<file path="src/common/acc_pkg.sv">
// Package for the analog comparator control block: offsets, fields, resets
package acc_pkg;
	localparam int          ACC_NUM_CMP        = 3;
	localparam logic [3:0]  ACC_ADDR_CMP1      = 4'h0;
	localparam logic [3:0]  ACC_ADDR_CMP2      = 4'h4;
	localparam logic [3:0]  ACC_ADDR_CMP3      = 4'h8;
	localparam logic [3:0]  ACC_ADDR_STAT      = 4'hC;
	localparam logic [3:0]  ACC_ADDR_REF       = 4'hD;
	// Comparator control fields
	localparam int          ACC_CC_ON          = 15;
	localparam int          ACC_CC_OE          = 14;
	localparam int          ACC_CC_INV         = 13;
	localparam int          ACC_CC_LVL         = 8;
	localparam int          ACC_CC_EV_LO       = 6;
	localparam int          ACC_CC_POS         = 4;
	localparam int          ACC_CC_NEG_LO      = 0;
	localparam logic [31:0] ACC_CC_WMASK       = 32'h0000_E0D3;
	localparam logic [31:0] ACC_CC_RESET       = 32'h0000_00C3;
	// Status fields
	localparam int          ACC_ST_IDLE        = 13;
	localparam logic [31:0] ACC_ST_WMASK       = 32'h0000_2000;
	// Reference fields
	localparam int          ACC_RF_ON          = 15;
	localparam int          ACC_RF_OE          = 6;
	localparam int          ACC_RF_RANGE       = 5;
	localparam int          ACC_RF_SRC         = 4;
	localparam int          ACC_RF_VAL_LO      = 0;
	localparam logic [31:0] ACC_RF_WMASK       = 32'h0000_807F;
	localparam logic [31:0] ACC_RF_RESET       = 32'h0000_0000;
	localparam logic [1:0]  ACC_EV_OFF         = 2'h0;
	localparam logic [1:0]  ACC_EV_RISE        = 2'h1;
	localparam logic [1:0]  ACC_EV_FALL        = 2'h2;
	localparam logic [1:0]  ACC_EV_BOTH        = 2'h3;

	typedef struct packed {
		logic       power_on;
		logic       pos_from_reference;
		logic [1:0] negative_input_select;
	} acc_analog_ctl_type;

	typedef struct packed {
		logic       power_on;
		logic       pin_enable;
		logic       range_select;
		logic       source_select;
		logic [3:0] level_value;
	} acc_ref_ctl_type;
endpackage

</file>
<file path="src/rtl/acc_top.sv">
// Control and status logic for three comparators and their reference ladder
// How it works
// - Enable bit powers comparator, other fields kept
// - Output enable drives result pin
// - Inversion bit flips the result
// - Inversion also feeds the event detector
// - Read-only level bit shows output, reset zero
// - Two-bit edge select for events, reset 11
// - Positive input: reference or pin A
// - Negative select B, C, D, absolute reference
// - Unimplemented bits read zero, ignore writes
// - Stop-in-idle disables all comparators when idle
// - Status shows three output levels, bits 0-2
// - Reference: two ranges, sixteen levels
// - Reference enable bit powers the ladder
// - Source select: supply rails or external
// - Reference always internal, pin optional
// - Pin enable connects reference to pin
// - Range bit picks scale and step
`timescale 1ns/1ns
`default_nettype none

// Two-flop synchroniser for levels from outside this clock
module acc_sync
	import acc_pkg::*;
#(
	parameter int WIDTH = 1
)(
	input  wire logic             core_clk_in,  // Peripheral clock
	input  wire logic             resetn_in,    // Sync reset, low
	input  wire logic [WIDTH-1:0] async_in,     // Asynchronous level
	output logic      [WIDTH-1:0] sync_out      // Synchronised level
);
	logic [WIDTH-1:0] meta_q;

	// Only the second stage is read; the first may be metastable
	always_ff @(posedge core_clk_in) begin
		if (!resetn_in) begin
			meta_q   <= '0;
			sync_out <= '0;
		end else begin
			meta_q   <= async_in;
			sync_out <= meta_q;
		end
	end
endmodule

// Edge detector on the sampled, possibly inverted result level
module acc_edge_event
	import acc_pkg::*;
(
	input  wire logic       core_clk_in,  // Peripheral clock
	input  wire logic       resetn_in,    // Sync reset, low
	input  wire logic       level_in,     // Sampled result level
	input  wire logic [1:0] select_in,    // Edge select field
	output logic            event_out     // One-cycle event pulse
);
	logic prev_q;
	logic rise;
	logic fall;

	assign rise = level_in & ~prev_q;
	assign fall = ~level_in & prev_q;

	// Reset value equals the forced-low level, so no false edge
	always_ff @(posedge core_clk_in) begin
		if (!resetn_in) begin
			prev_q <= 1'b0;
		end else begin
			prev_q <= level_in;
		end
	end

	always_ff @(posedge core_clk_in) begin
		if (!resetn_in) begin
			event_out <= 1'b0;
		end else begin
			case (select_in)
				ACC_EV_OFF:  event_out <= 1'b0;
				ACC_EV_RISE: event_out <= rise;
				ACC_EV_FALL: event_out <= fall;
				ACC_EV_BOTH: event_out <= rise | fall;
				default:     event_out <= 1'b0;
			endcase
		end
	end
endmodule

// Reference ladder control register and its steering outputs
module acc_ref_ctl
	import acc_pkg::*;
(
	input  wire logic           core_clk_in,  // Peripheral clock
	input  wire logic           resetn_in,    // Sync reset, low
	input  wire logic           wr_in,        // Write to this register
	input  wire logic [31:0]    wdata_in,     // Write data
	output logic      [31:0]    reg_out,      // Register readback
	output var acc_ref_ctl_type ctl_out       // Ladder control
);
	logic [31:0] reg_q;

	always_ff @(posedge core_clk_in) begin
		if (!resetn_in) begin
			reg_q <= ACC_RF_RESET;
		end else if (wr_in) begin
			reg_q <= wdata_in & ACC_RF_WMASK;
		end
	end

	// Reference stays on internally whenever powered; pin is extra
	always_ff @(posedge core_clk_in) begin
		if (!resetn_in) begin
			ctl_out <= '0;
		end else begin
			ctl_out.power_on      <= reg_q[ACC_RF_ON];
			ctl_out.pin_enable    <= reg_q[ACC_RF_OE];
			ctl_out.range_select  <= reg_q[ACC_RF_RANGE];
			ctl_out.source_select <= reg_q[ACC_RF_SRC];
			ctl_out.level_value   <= reg_q[ACC_RF_VAL_LO +: 4];
		end
	end

	assign reg_out = reg_q;
endmodule

module acc_slice
	import acc_pkg::*;
(
	input  wire logic        core_clk_in,           // Peripheral clock
	input  wire logic        resetn_in,             // Sync reset, low
	input  wire logic        wr_in,                 // Write to this slice
	input  wire logic [31:0] wdata_in,              // Write data
	input  wire logic        raw_in,                // Synchronised raw result
	input  wire logic        idle_stop_in,          // Idle stop in force
	output logic      [31:0] ctl_out,               // Control readback
	output logic             level_out,             // Result level
	output logic             pin_out,               // Result pin value
	output logic             pin_oe_out,            // Result pin enable
	output logic             event_out,             // Event pulse
	output acc_analog_ctl_type analog_out           // Analog steering
);
	logic [31:0] ctl_q;
	logic        level_q;
	logic        active;
	logic        level_d;

	assign active  = ctl_q[ACC_CC_ON] & ~idle_stop_in;
	assign level_d = active & (raw_in ^ ctl_q[ACC_CC_INV]);

	always_ff @(posedge core_clk_in) begin
		if (!resetn_in) begin
			ctl_q <= ACC_CC_RESET;
		end else if (wr_in) begin
			ctl_q <= wdata_in & ACC_CC_WMASK;
		end
	end

	always_ff @(posedge core_clk_in) begin
		if (!resetn_in) begin
			level_q    <= 1'b0;
			pin_out    <= 1'b0;
			pin_oe_out <= 1'b0;
		end else begin
			level_q    <= level_d;
			pin_out    <= level_d;
			pin_oe_out <= ctl_q[ACC_CC_OE] & active;
		end
	end

	// Events follow the inverted level, so inversion swaps edges
	acc_edge_event acc_edge_event_inst (
		.core_clk_in (core_clk_in),
		.resetn_in   (resetn_in),
		.level_in    (level_q),
		.select_in   (ctl_q[ACC_CC_EV_LO +: 2]),
		.event_out   (event_out)
	);

	always_ff @(posedge core_clk_in) begin
		if (!resetn_in) begin
			analog_out <= '{
				power_on:              1'b0,
				pos_from_reference:    1'b0,
				negative_input_select: ACC_CC_RESET[ACC_CC_NEG_LO +: 2]
			};
		end else begin
			analog_out.power_on <= active;
			analog_out.pos_from_reference <= ctl_q[ACC_CC_POS];
			analog_out.negative_input_select <=
				ctl_q[ACC_CC_NEG_LO +: 2];
		end
	end

	always_comb begin
		ctl_out = ctl_q;
		ctl_out[ACC_CC_LVL] = level_q;
	end
	assign level_out = level_q;
endmodule

module acc_top
	import acc_pkg::*;
#(
	parameter int NUM_CMP = ACC_NUM_CMP
)(
	input  wire logic               core_clk_in,    // 100 MHz clock
	input  wire logic               resetn_in,      // Sync reset, low
	input  wire logic [3:0]         addr_in,        // Register address
	input  wire logic [31:0]        wdata_in,       // Write data
	input  wire logic               wr_in,          // Write strobe
	input  wire logic               rd_in,          // Read strobe
	input  wire logic               idle_in,        // Device idle mode
	input  wire logic [NUM_CMP-1:0] raw_in,         // Analog raw results
	output logic      [31:0]        rdata_out,      // Read data
	output logic      [NUM_CMP-1:0] result_pin_out, // Result pin values
	output logic      [NUM_CMP-1:0] result_pin_oe_out, // Pin enables
	output logic      [NUM_CMP-1:0] event_out,      // Event pulses
	output acc_analog_ctl_type [NUM_CMP-1:0] analog_out, // Input steering
	output acc_ref_ctl_type         ref_ctl_out     // Ladder control
);
	localparam logic [3:0] CMP_STRIDE = ACC_ADDR_CMP2 - ACC_ADDR_CMP1;

	logic [NUM_CMP-1:0] raw_sync;
	logic [NUM_CMP-1:0] cmp_sel;
	logic [NUM_CMP-1:0] cmp_wr;
	logic [31:0]        stat_q;
	logic [31:0]        ref_rd;
	logic               idle_stop;
	logic [NUM_CMP-1:0] level;
	logic [31:0]        ctl_rd [NUM_CMP];
	logic [31:0]        ctl_mux;

	// Raw results are asynchronous to this clock
	acc_sync #(
		.WIDTH (NUM_CMP)
	) acc_sync_inst (
		.core_clk_in (core_clk_in),
		.resetn_in   (resetn_in),
		.async_in    (raw_in),
		.sync_out    (raw_sync)
	);

	// Slice j answers at the first control address plus j strides
	always_comb begin
		cmp_sel = '0;
		cmp_wr  = '0;
		for (int j = 0; j < NUM_CMP; j++) begin
			cmp_sel[j] = addr_in == 4'(ACC_ADDR_CMP1 + 4'(j) * CMP_STRIDE);
			cmp_wr[j]  = wr_in && cmp_sel[j];
		end
	end

	assign idle_stop = stat_q[ACC_ST_IDLE] & idle_in;

	for (genvar i = 0; i < NUM_CMP; i++) begin : g_slice
		acc_slice acc_slice_inst (
			.core_clk_in  (core_clk_in),
			.resetn_in    (resetn_in),
			.wr_in        (cmp_wr[i]),
			.wdata_in     (wdata_in),
			.raw_in       (raw_sync[i]),
			.idle_stop_in (idle_stop),
			.ctl_out      (ctl_rd[i]),
			.level_out    (level[i]),
			.pin_out      (result_pin_out[i]),
			.pin_oe_out   (result_pin_oe_out[i]),
			.event_out    (event_out[i]),
			.analog_out   (analog_out[i])
		);
	end

	always_ff @(posedge core_clk_in) begin
		if (!resetn_in) begin
			stat_q <= '0;
		end else if (wr_in && addr_in == ACC_ADDR_STAT) begin
			stat_q <= wdata_in & ACC_ST_WMASK;
		end
	end

	acc_ref_ctl acc_ref_ctl_inst (
		.core_clk_in (core_clk_in),
		.resetn_in   (resetn_in),
		.wr_in       (wr_in && addr_in == ACC_ADDR_REF),
		.wdata_in    (wdata_in),
		.reg_out     (ref_rd),
		.ctl_out     (ref_ctl_out)
	);

	// Address match is one-hot, so an OR of masked words suffices
	always_comb begin
		ctl_mux = '0;
		for (int j = 0; j < NUM_CMP; j++) begin
			ctl_mux = ctl_mux | (ctl_rd[j] & {32{cmp_sel[j]}});
		end
	end

	always_ff @(posedge core_clk_in) begin
		if (!resetn_in) begin
			rdata_out <= '0;
		end else if (rd_in && |cmp_sel) begin
			rdata_out <= ctl_mux;
		end else if (rd_in) begin
			case (addr_in)
				ACC_ADDR_STAT: rdata_out <= stat_q |
					32'(level);
				ACC_ADDR_REF:  rdata_out <= ref_rd;
				default:       rdata_out <= '0;
			endcase
		end else begin
			rdata_out <= '0;
		end
	end
endmodule

`default_nettype wire

</file>
<file path="config.mk">
export PLATFORM = sky130hd
export DESIGN_NAME = acc_top
export DESIGN_NICKNAME = d
export VERILOG_FILES = /design/src/common/acc_pkg.sv /design/src/rtl/acc_top.sv
export SDC_FILE = /design/constraint.sdc
export NUM_CORES = 1
export LEC_CHECK = 0
export BUFFER_PORTS_ARGS = -buffer_cell sky130_fd_sc_hd__buf_2
export CAP_MARGIN = 20
export CORE_UTILIZATION = 55
export CTS_CLUSTER_DIAMETER = 60
export DETAILED_ROUTE_END_ITERATION = 12
export HOLD_SLACK_MARGIN = 0.08
export PLACE_DENSITY = 0.85
export SLEW_MARGIN = 20
export SYNTH_ARGS = -nofsm -noshare
export SYNTH_HDL_FRONTEND = slang
export SYNTH_SLANG_ARGS = --single-unit
</file>
<file path="constraint.sdc">
create_clock -name core_clk_in -period 2.3 [get_ports core_clk_in]
set_clock_uncertainty 0.1 [all_clocks]
set_input_delay 0.23 -clock core_clk_in [delete_from_list [all_inputs] [get_ports core_clk_in]]
set_output_delay 0.23 -clock core_clk_in [all_outputs]
set_load 0.03 [all_outputs]
</file>
==> summary.md <==
| Metric | Value |
|---|---|
| Pin count of the biggest net entering global routing | 39 |
| Fraction of layout cells with a size suffix above 1 | between 20% and 30% |
| Die Ht | approximately 81 um |
| Post-Syn Area | roughly 0.0034 mm2 |
| Switching share of power | around a quarter |
| Worst-skew pair later-pin latency | 0.36 ns |
| Seq/Total Area, Yosys | about half |
| Crit path DAT | roughly 1.7 ns |
| Status | finished, final reports clean |
| Ranking of synthesized cells by area | dfxtp_1 49%, buf_4 6.8%, mux2i_1 5.9% |
| Clock power share | a little over a third |
| WS Path Type | reg2reg |
| Post-cts sizing count | 0 |
| Share of the synthesized area in the top cell type | 48.9% |
| DR WL/cell | 14.3 um |
| Design area | roughly 0.0039 mm2 |
| Die width | a little over 80 um |
| Crit share post-route | between 60% and 70% |
| Vias in the first global route | 2371 |
| Fin. Hold Viols | 0 |
| Synth unique cells | 39 |
| Via density | approximately 5.3 |
| Drt total wl | approximately 7000 um |
| Area of placed instances | between 0.003 and 0.004 mm2 |
| CTS tree | yes |
| Critical path endpoint category | flip-flop |
| H-tree Lvls | 3 |
| Hpwl dp | about 4900 um |
| Avg Cell Area, Syn | 9.85 um2 |
| Antenna Cells | 0 |
| DRT iter0 DRCs | between 200 and 250 |
| Endpoints failing setup | 0 |
| CTS Hold Bufs | 14 |
| Internal power | around 2000 uW |
| Initial antenna violation count | 0 |
| Fmax | between 0.6 and 0.7 GHz |
| Leakage power | 0.00174 uW |
| Clock period minus worst slack | ~1.5 ns |
| CTS root buf | clkbuf_8 |
| Yosys reg bits | between 80 and 90 |
| RSZ-0062 raised after global routing | false |
| Power density cells | roughly 660 mW/mm2 |
| Slew headroom | between 40% and 50% |
| Clk buf depth | 2 |
| Switch Pwr | approximately 630 uW |
| Routability cong. | 0.932 |
| Gr usage total | between 20% and 30% |
| Data required, critical path | between 2 and 3 ns |
| Num rows | 28 |
| TritonRoute pass-1 iters | 4 |
| Cts bufs inserted | 9 |
| Area growth, synth to finish | 15.8% |
| Yosys top cell by area | dfxtp_1 |
| Worst-Margin Slew | 0.877 ns |
| Drt drc | 0 |
| Antenna-violating nets left | 0 |
| Seq pwr share | approximately 56% |
| CP Cell Sequence | a21boi_0 > and3_1 |
| Combinational power share | between 8 and 9% |
| Nets | roughly 460 |
| Worst-path cell with the longest stage delay | a21boi_0 |
| Hold Crit Class | in2reg |
| IO Pins | around 110 |
| Maximum capacitance violations | 0 |
| Initial core utilization | 57.1% |
| First-pass GRT wire length | 11000 um |
| Gate Count Post-Synth | ~350 |
| Crit path launch type | flip-flop |
| Yosys warning total | 0 |
| Critical Path Fanout Max | 9 |
| Die area | roughly 0.0065 mm2 |
| Global route total overflow | 0 |
| Core area | between 0.005 and 0.006 mm2 |
| Clock Sink Count | between 80 and 90 |
| Largest stage delay, worst path | 0.69 ns |
| VDD IR max | 0.433 mV |
| Final setup TNS | 0 ns |
| Clk slew on worst S/H paths | ~0.080 ns |
| Via count | 2583 |
| Count of input and output buffers | 63 |
| Post-CTS Setup Repair Bufs | 0 |
| Max-slew violation count | 0 |
-- kinds of logic after synthesis --
logic type	count (synthesis)	synth area share (%)
multiplexers	23	6.88
AO/OA/AOI/OAI	57	11.4
other	1	0.110
AND/OR/NAND/NOR	112	19.2
flip-flops	83	48.9
XOR/XNOR	3	0.773
adder cells (fa/ha/maj)	6	2.21
buffers and inverters	60	10.6
-- cell usage after synthesis --
master     number
a211oi_1        2
a21boi_0       17
a221oi_1        2
a22oi_1         5
a2bb2oi_1       3
a31oi_1         1
and2_1         24
and2b_1         1
and3_1          7
and4bb_2        1
buf_2           2
buf_4          31
buf_6           2
clkbuf_1       11
clkbuf_2        1
conb_1          1
dfxtp_1        83
ha_1            6
inv_1          13
mux2_2          3
mux2i_1        20
nand2_1        17
nand2b_1        4
nand3_1        22
nand3b_1        7
nand4_1         1
nor2_1          6
nor2b_1        15
nor3_1          2
nor3_4          1
nor3b_1         1
nor3b_2         1
nor4b_1         1
o211ai_1        2
o21a_1          2
o21ai_0        20
o2bb2ai_1       3
or3b_1          1
xor2_1          3
-- stage by stage --
| stage | hold slack (ns) | power [uW] | utilization [%] | setup slack [ns] | std cells |
|---|---|---|---|---|---|
| finish | 0.121 | 2600 | 66.1 | 0.834 | 491 |
| global route | 0.158 | 2700 | 66.1 | 0.726 | 491 |
| CTS | 0.103 | 2610 | 66.1 | 0.846 | 491 |
| detailed placement | 0.323 | 1690 | 60.9 | 0.485 | 463 |
| global placement | 0.317 | 1690 | 60.9 | 0.516 | 463 |
| floorplan | 0.257 | 1670 | - | 0.710 | 364 |
-- critical path: cells and delay by family, from the launching register on --
family | cells | cell delay (ns)
compound gates | 1 | 0.69
flops | 1 | 0.34
simple gates | 1 | 0.27
-- placed cells by master, fill, tap and decap left out, types with 5 or more instances in the layout --
master,count
nor2_1,6
conb_1,20
buf_2,63
o21ai_0,20
and2_1,24
ha_1,6
dlygate4sd3_1,14
and3_1,7
clkbuf_8,11
dfxtp_1,83
nand3_1,22
inv_1,13
nor2b_1,15
nand3b_1,7
buf_4,8
mux2i_1,20
a21boi_0,17
a22oi_1,5
nand2_1,17
-- path summary, 6_finish.rpt --
kind                                         startpoint                                end  slack (ns)  cells after the start
worst max-delay path                         stat_q[13]  g_slice[0].acc_slice_inst.pin_out        0.83                      2
worst min register to register  acc_sync_inst.meta_q[2]          acc_sync_inst.sync_out[2]        0.33                      1
worst max register to register               stat_q[13]  g_slice[0].acc_slice_inst.pin_out        0.83                      2
worst min-delay path                              rd_in                       rdata_out[7]        0.12                      3
-- routing by layer --
layer | part of all wire [%] | GRT usage [%] | vias up
met1 | 41 | 27.2 | 1214
met5 | 0 | 0 | -
met3 | 5.6 | 6.59 | 20
li1 | - | - | 1256
met4 | 3.4 | 10.9 | 0
met2 | 50 | 37.9 | 93
-- layout make-up --
cell class              count  area [um2]
fillers                   479        2020
flip-flops and latches     83        1660
multi-input cells         221        1450
repair buffers             85         515
clock buffers              12         155
well taps                  75        93.8
inverters                  13        48.8
clock inverters             2        12.5
-- registers in the layout (all words and copies together) (netlist names), 2 cells and up --
register                                              flops
acc_ref_ctl_inst.ctl_out                                  8
acc_ref_ctl_inst.reg_out                                  8
acc_sync_inst.meta_q                                      3
acc_sync_inst.sync_out                                    3
g_slice.acc_slice_inst.acc_edge_event_inst.event_out      3
g_slice.acc_slice_inst.acc_edge_event_inst.prev_q         3
g_slice.acc_slice_inst.analog_out                        12
g_slice.acc_slice_inst.ctl_q                             24
g_slice.acc_slice_inst.pin_oe_out                         3
g_slice.acc_slice_inst.pin_out                            2
rdata_out                                                12
-- power groups by stage --
stage | clock (uW) | sequential (uW) | combinational, uW
finish | 919 | 1460 | 219
global route | 994 | 1460 | 237
detailed placement | 0 | 1500 | 198
global placement | 0 | 1500 | 196
CTS | 934 | 1460 | 217
floorplan | 0 | 1500 | 166
Power figures use the tool's default switching activity.
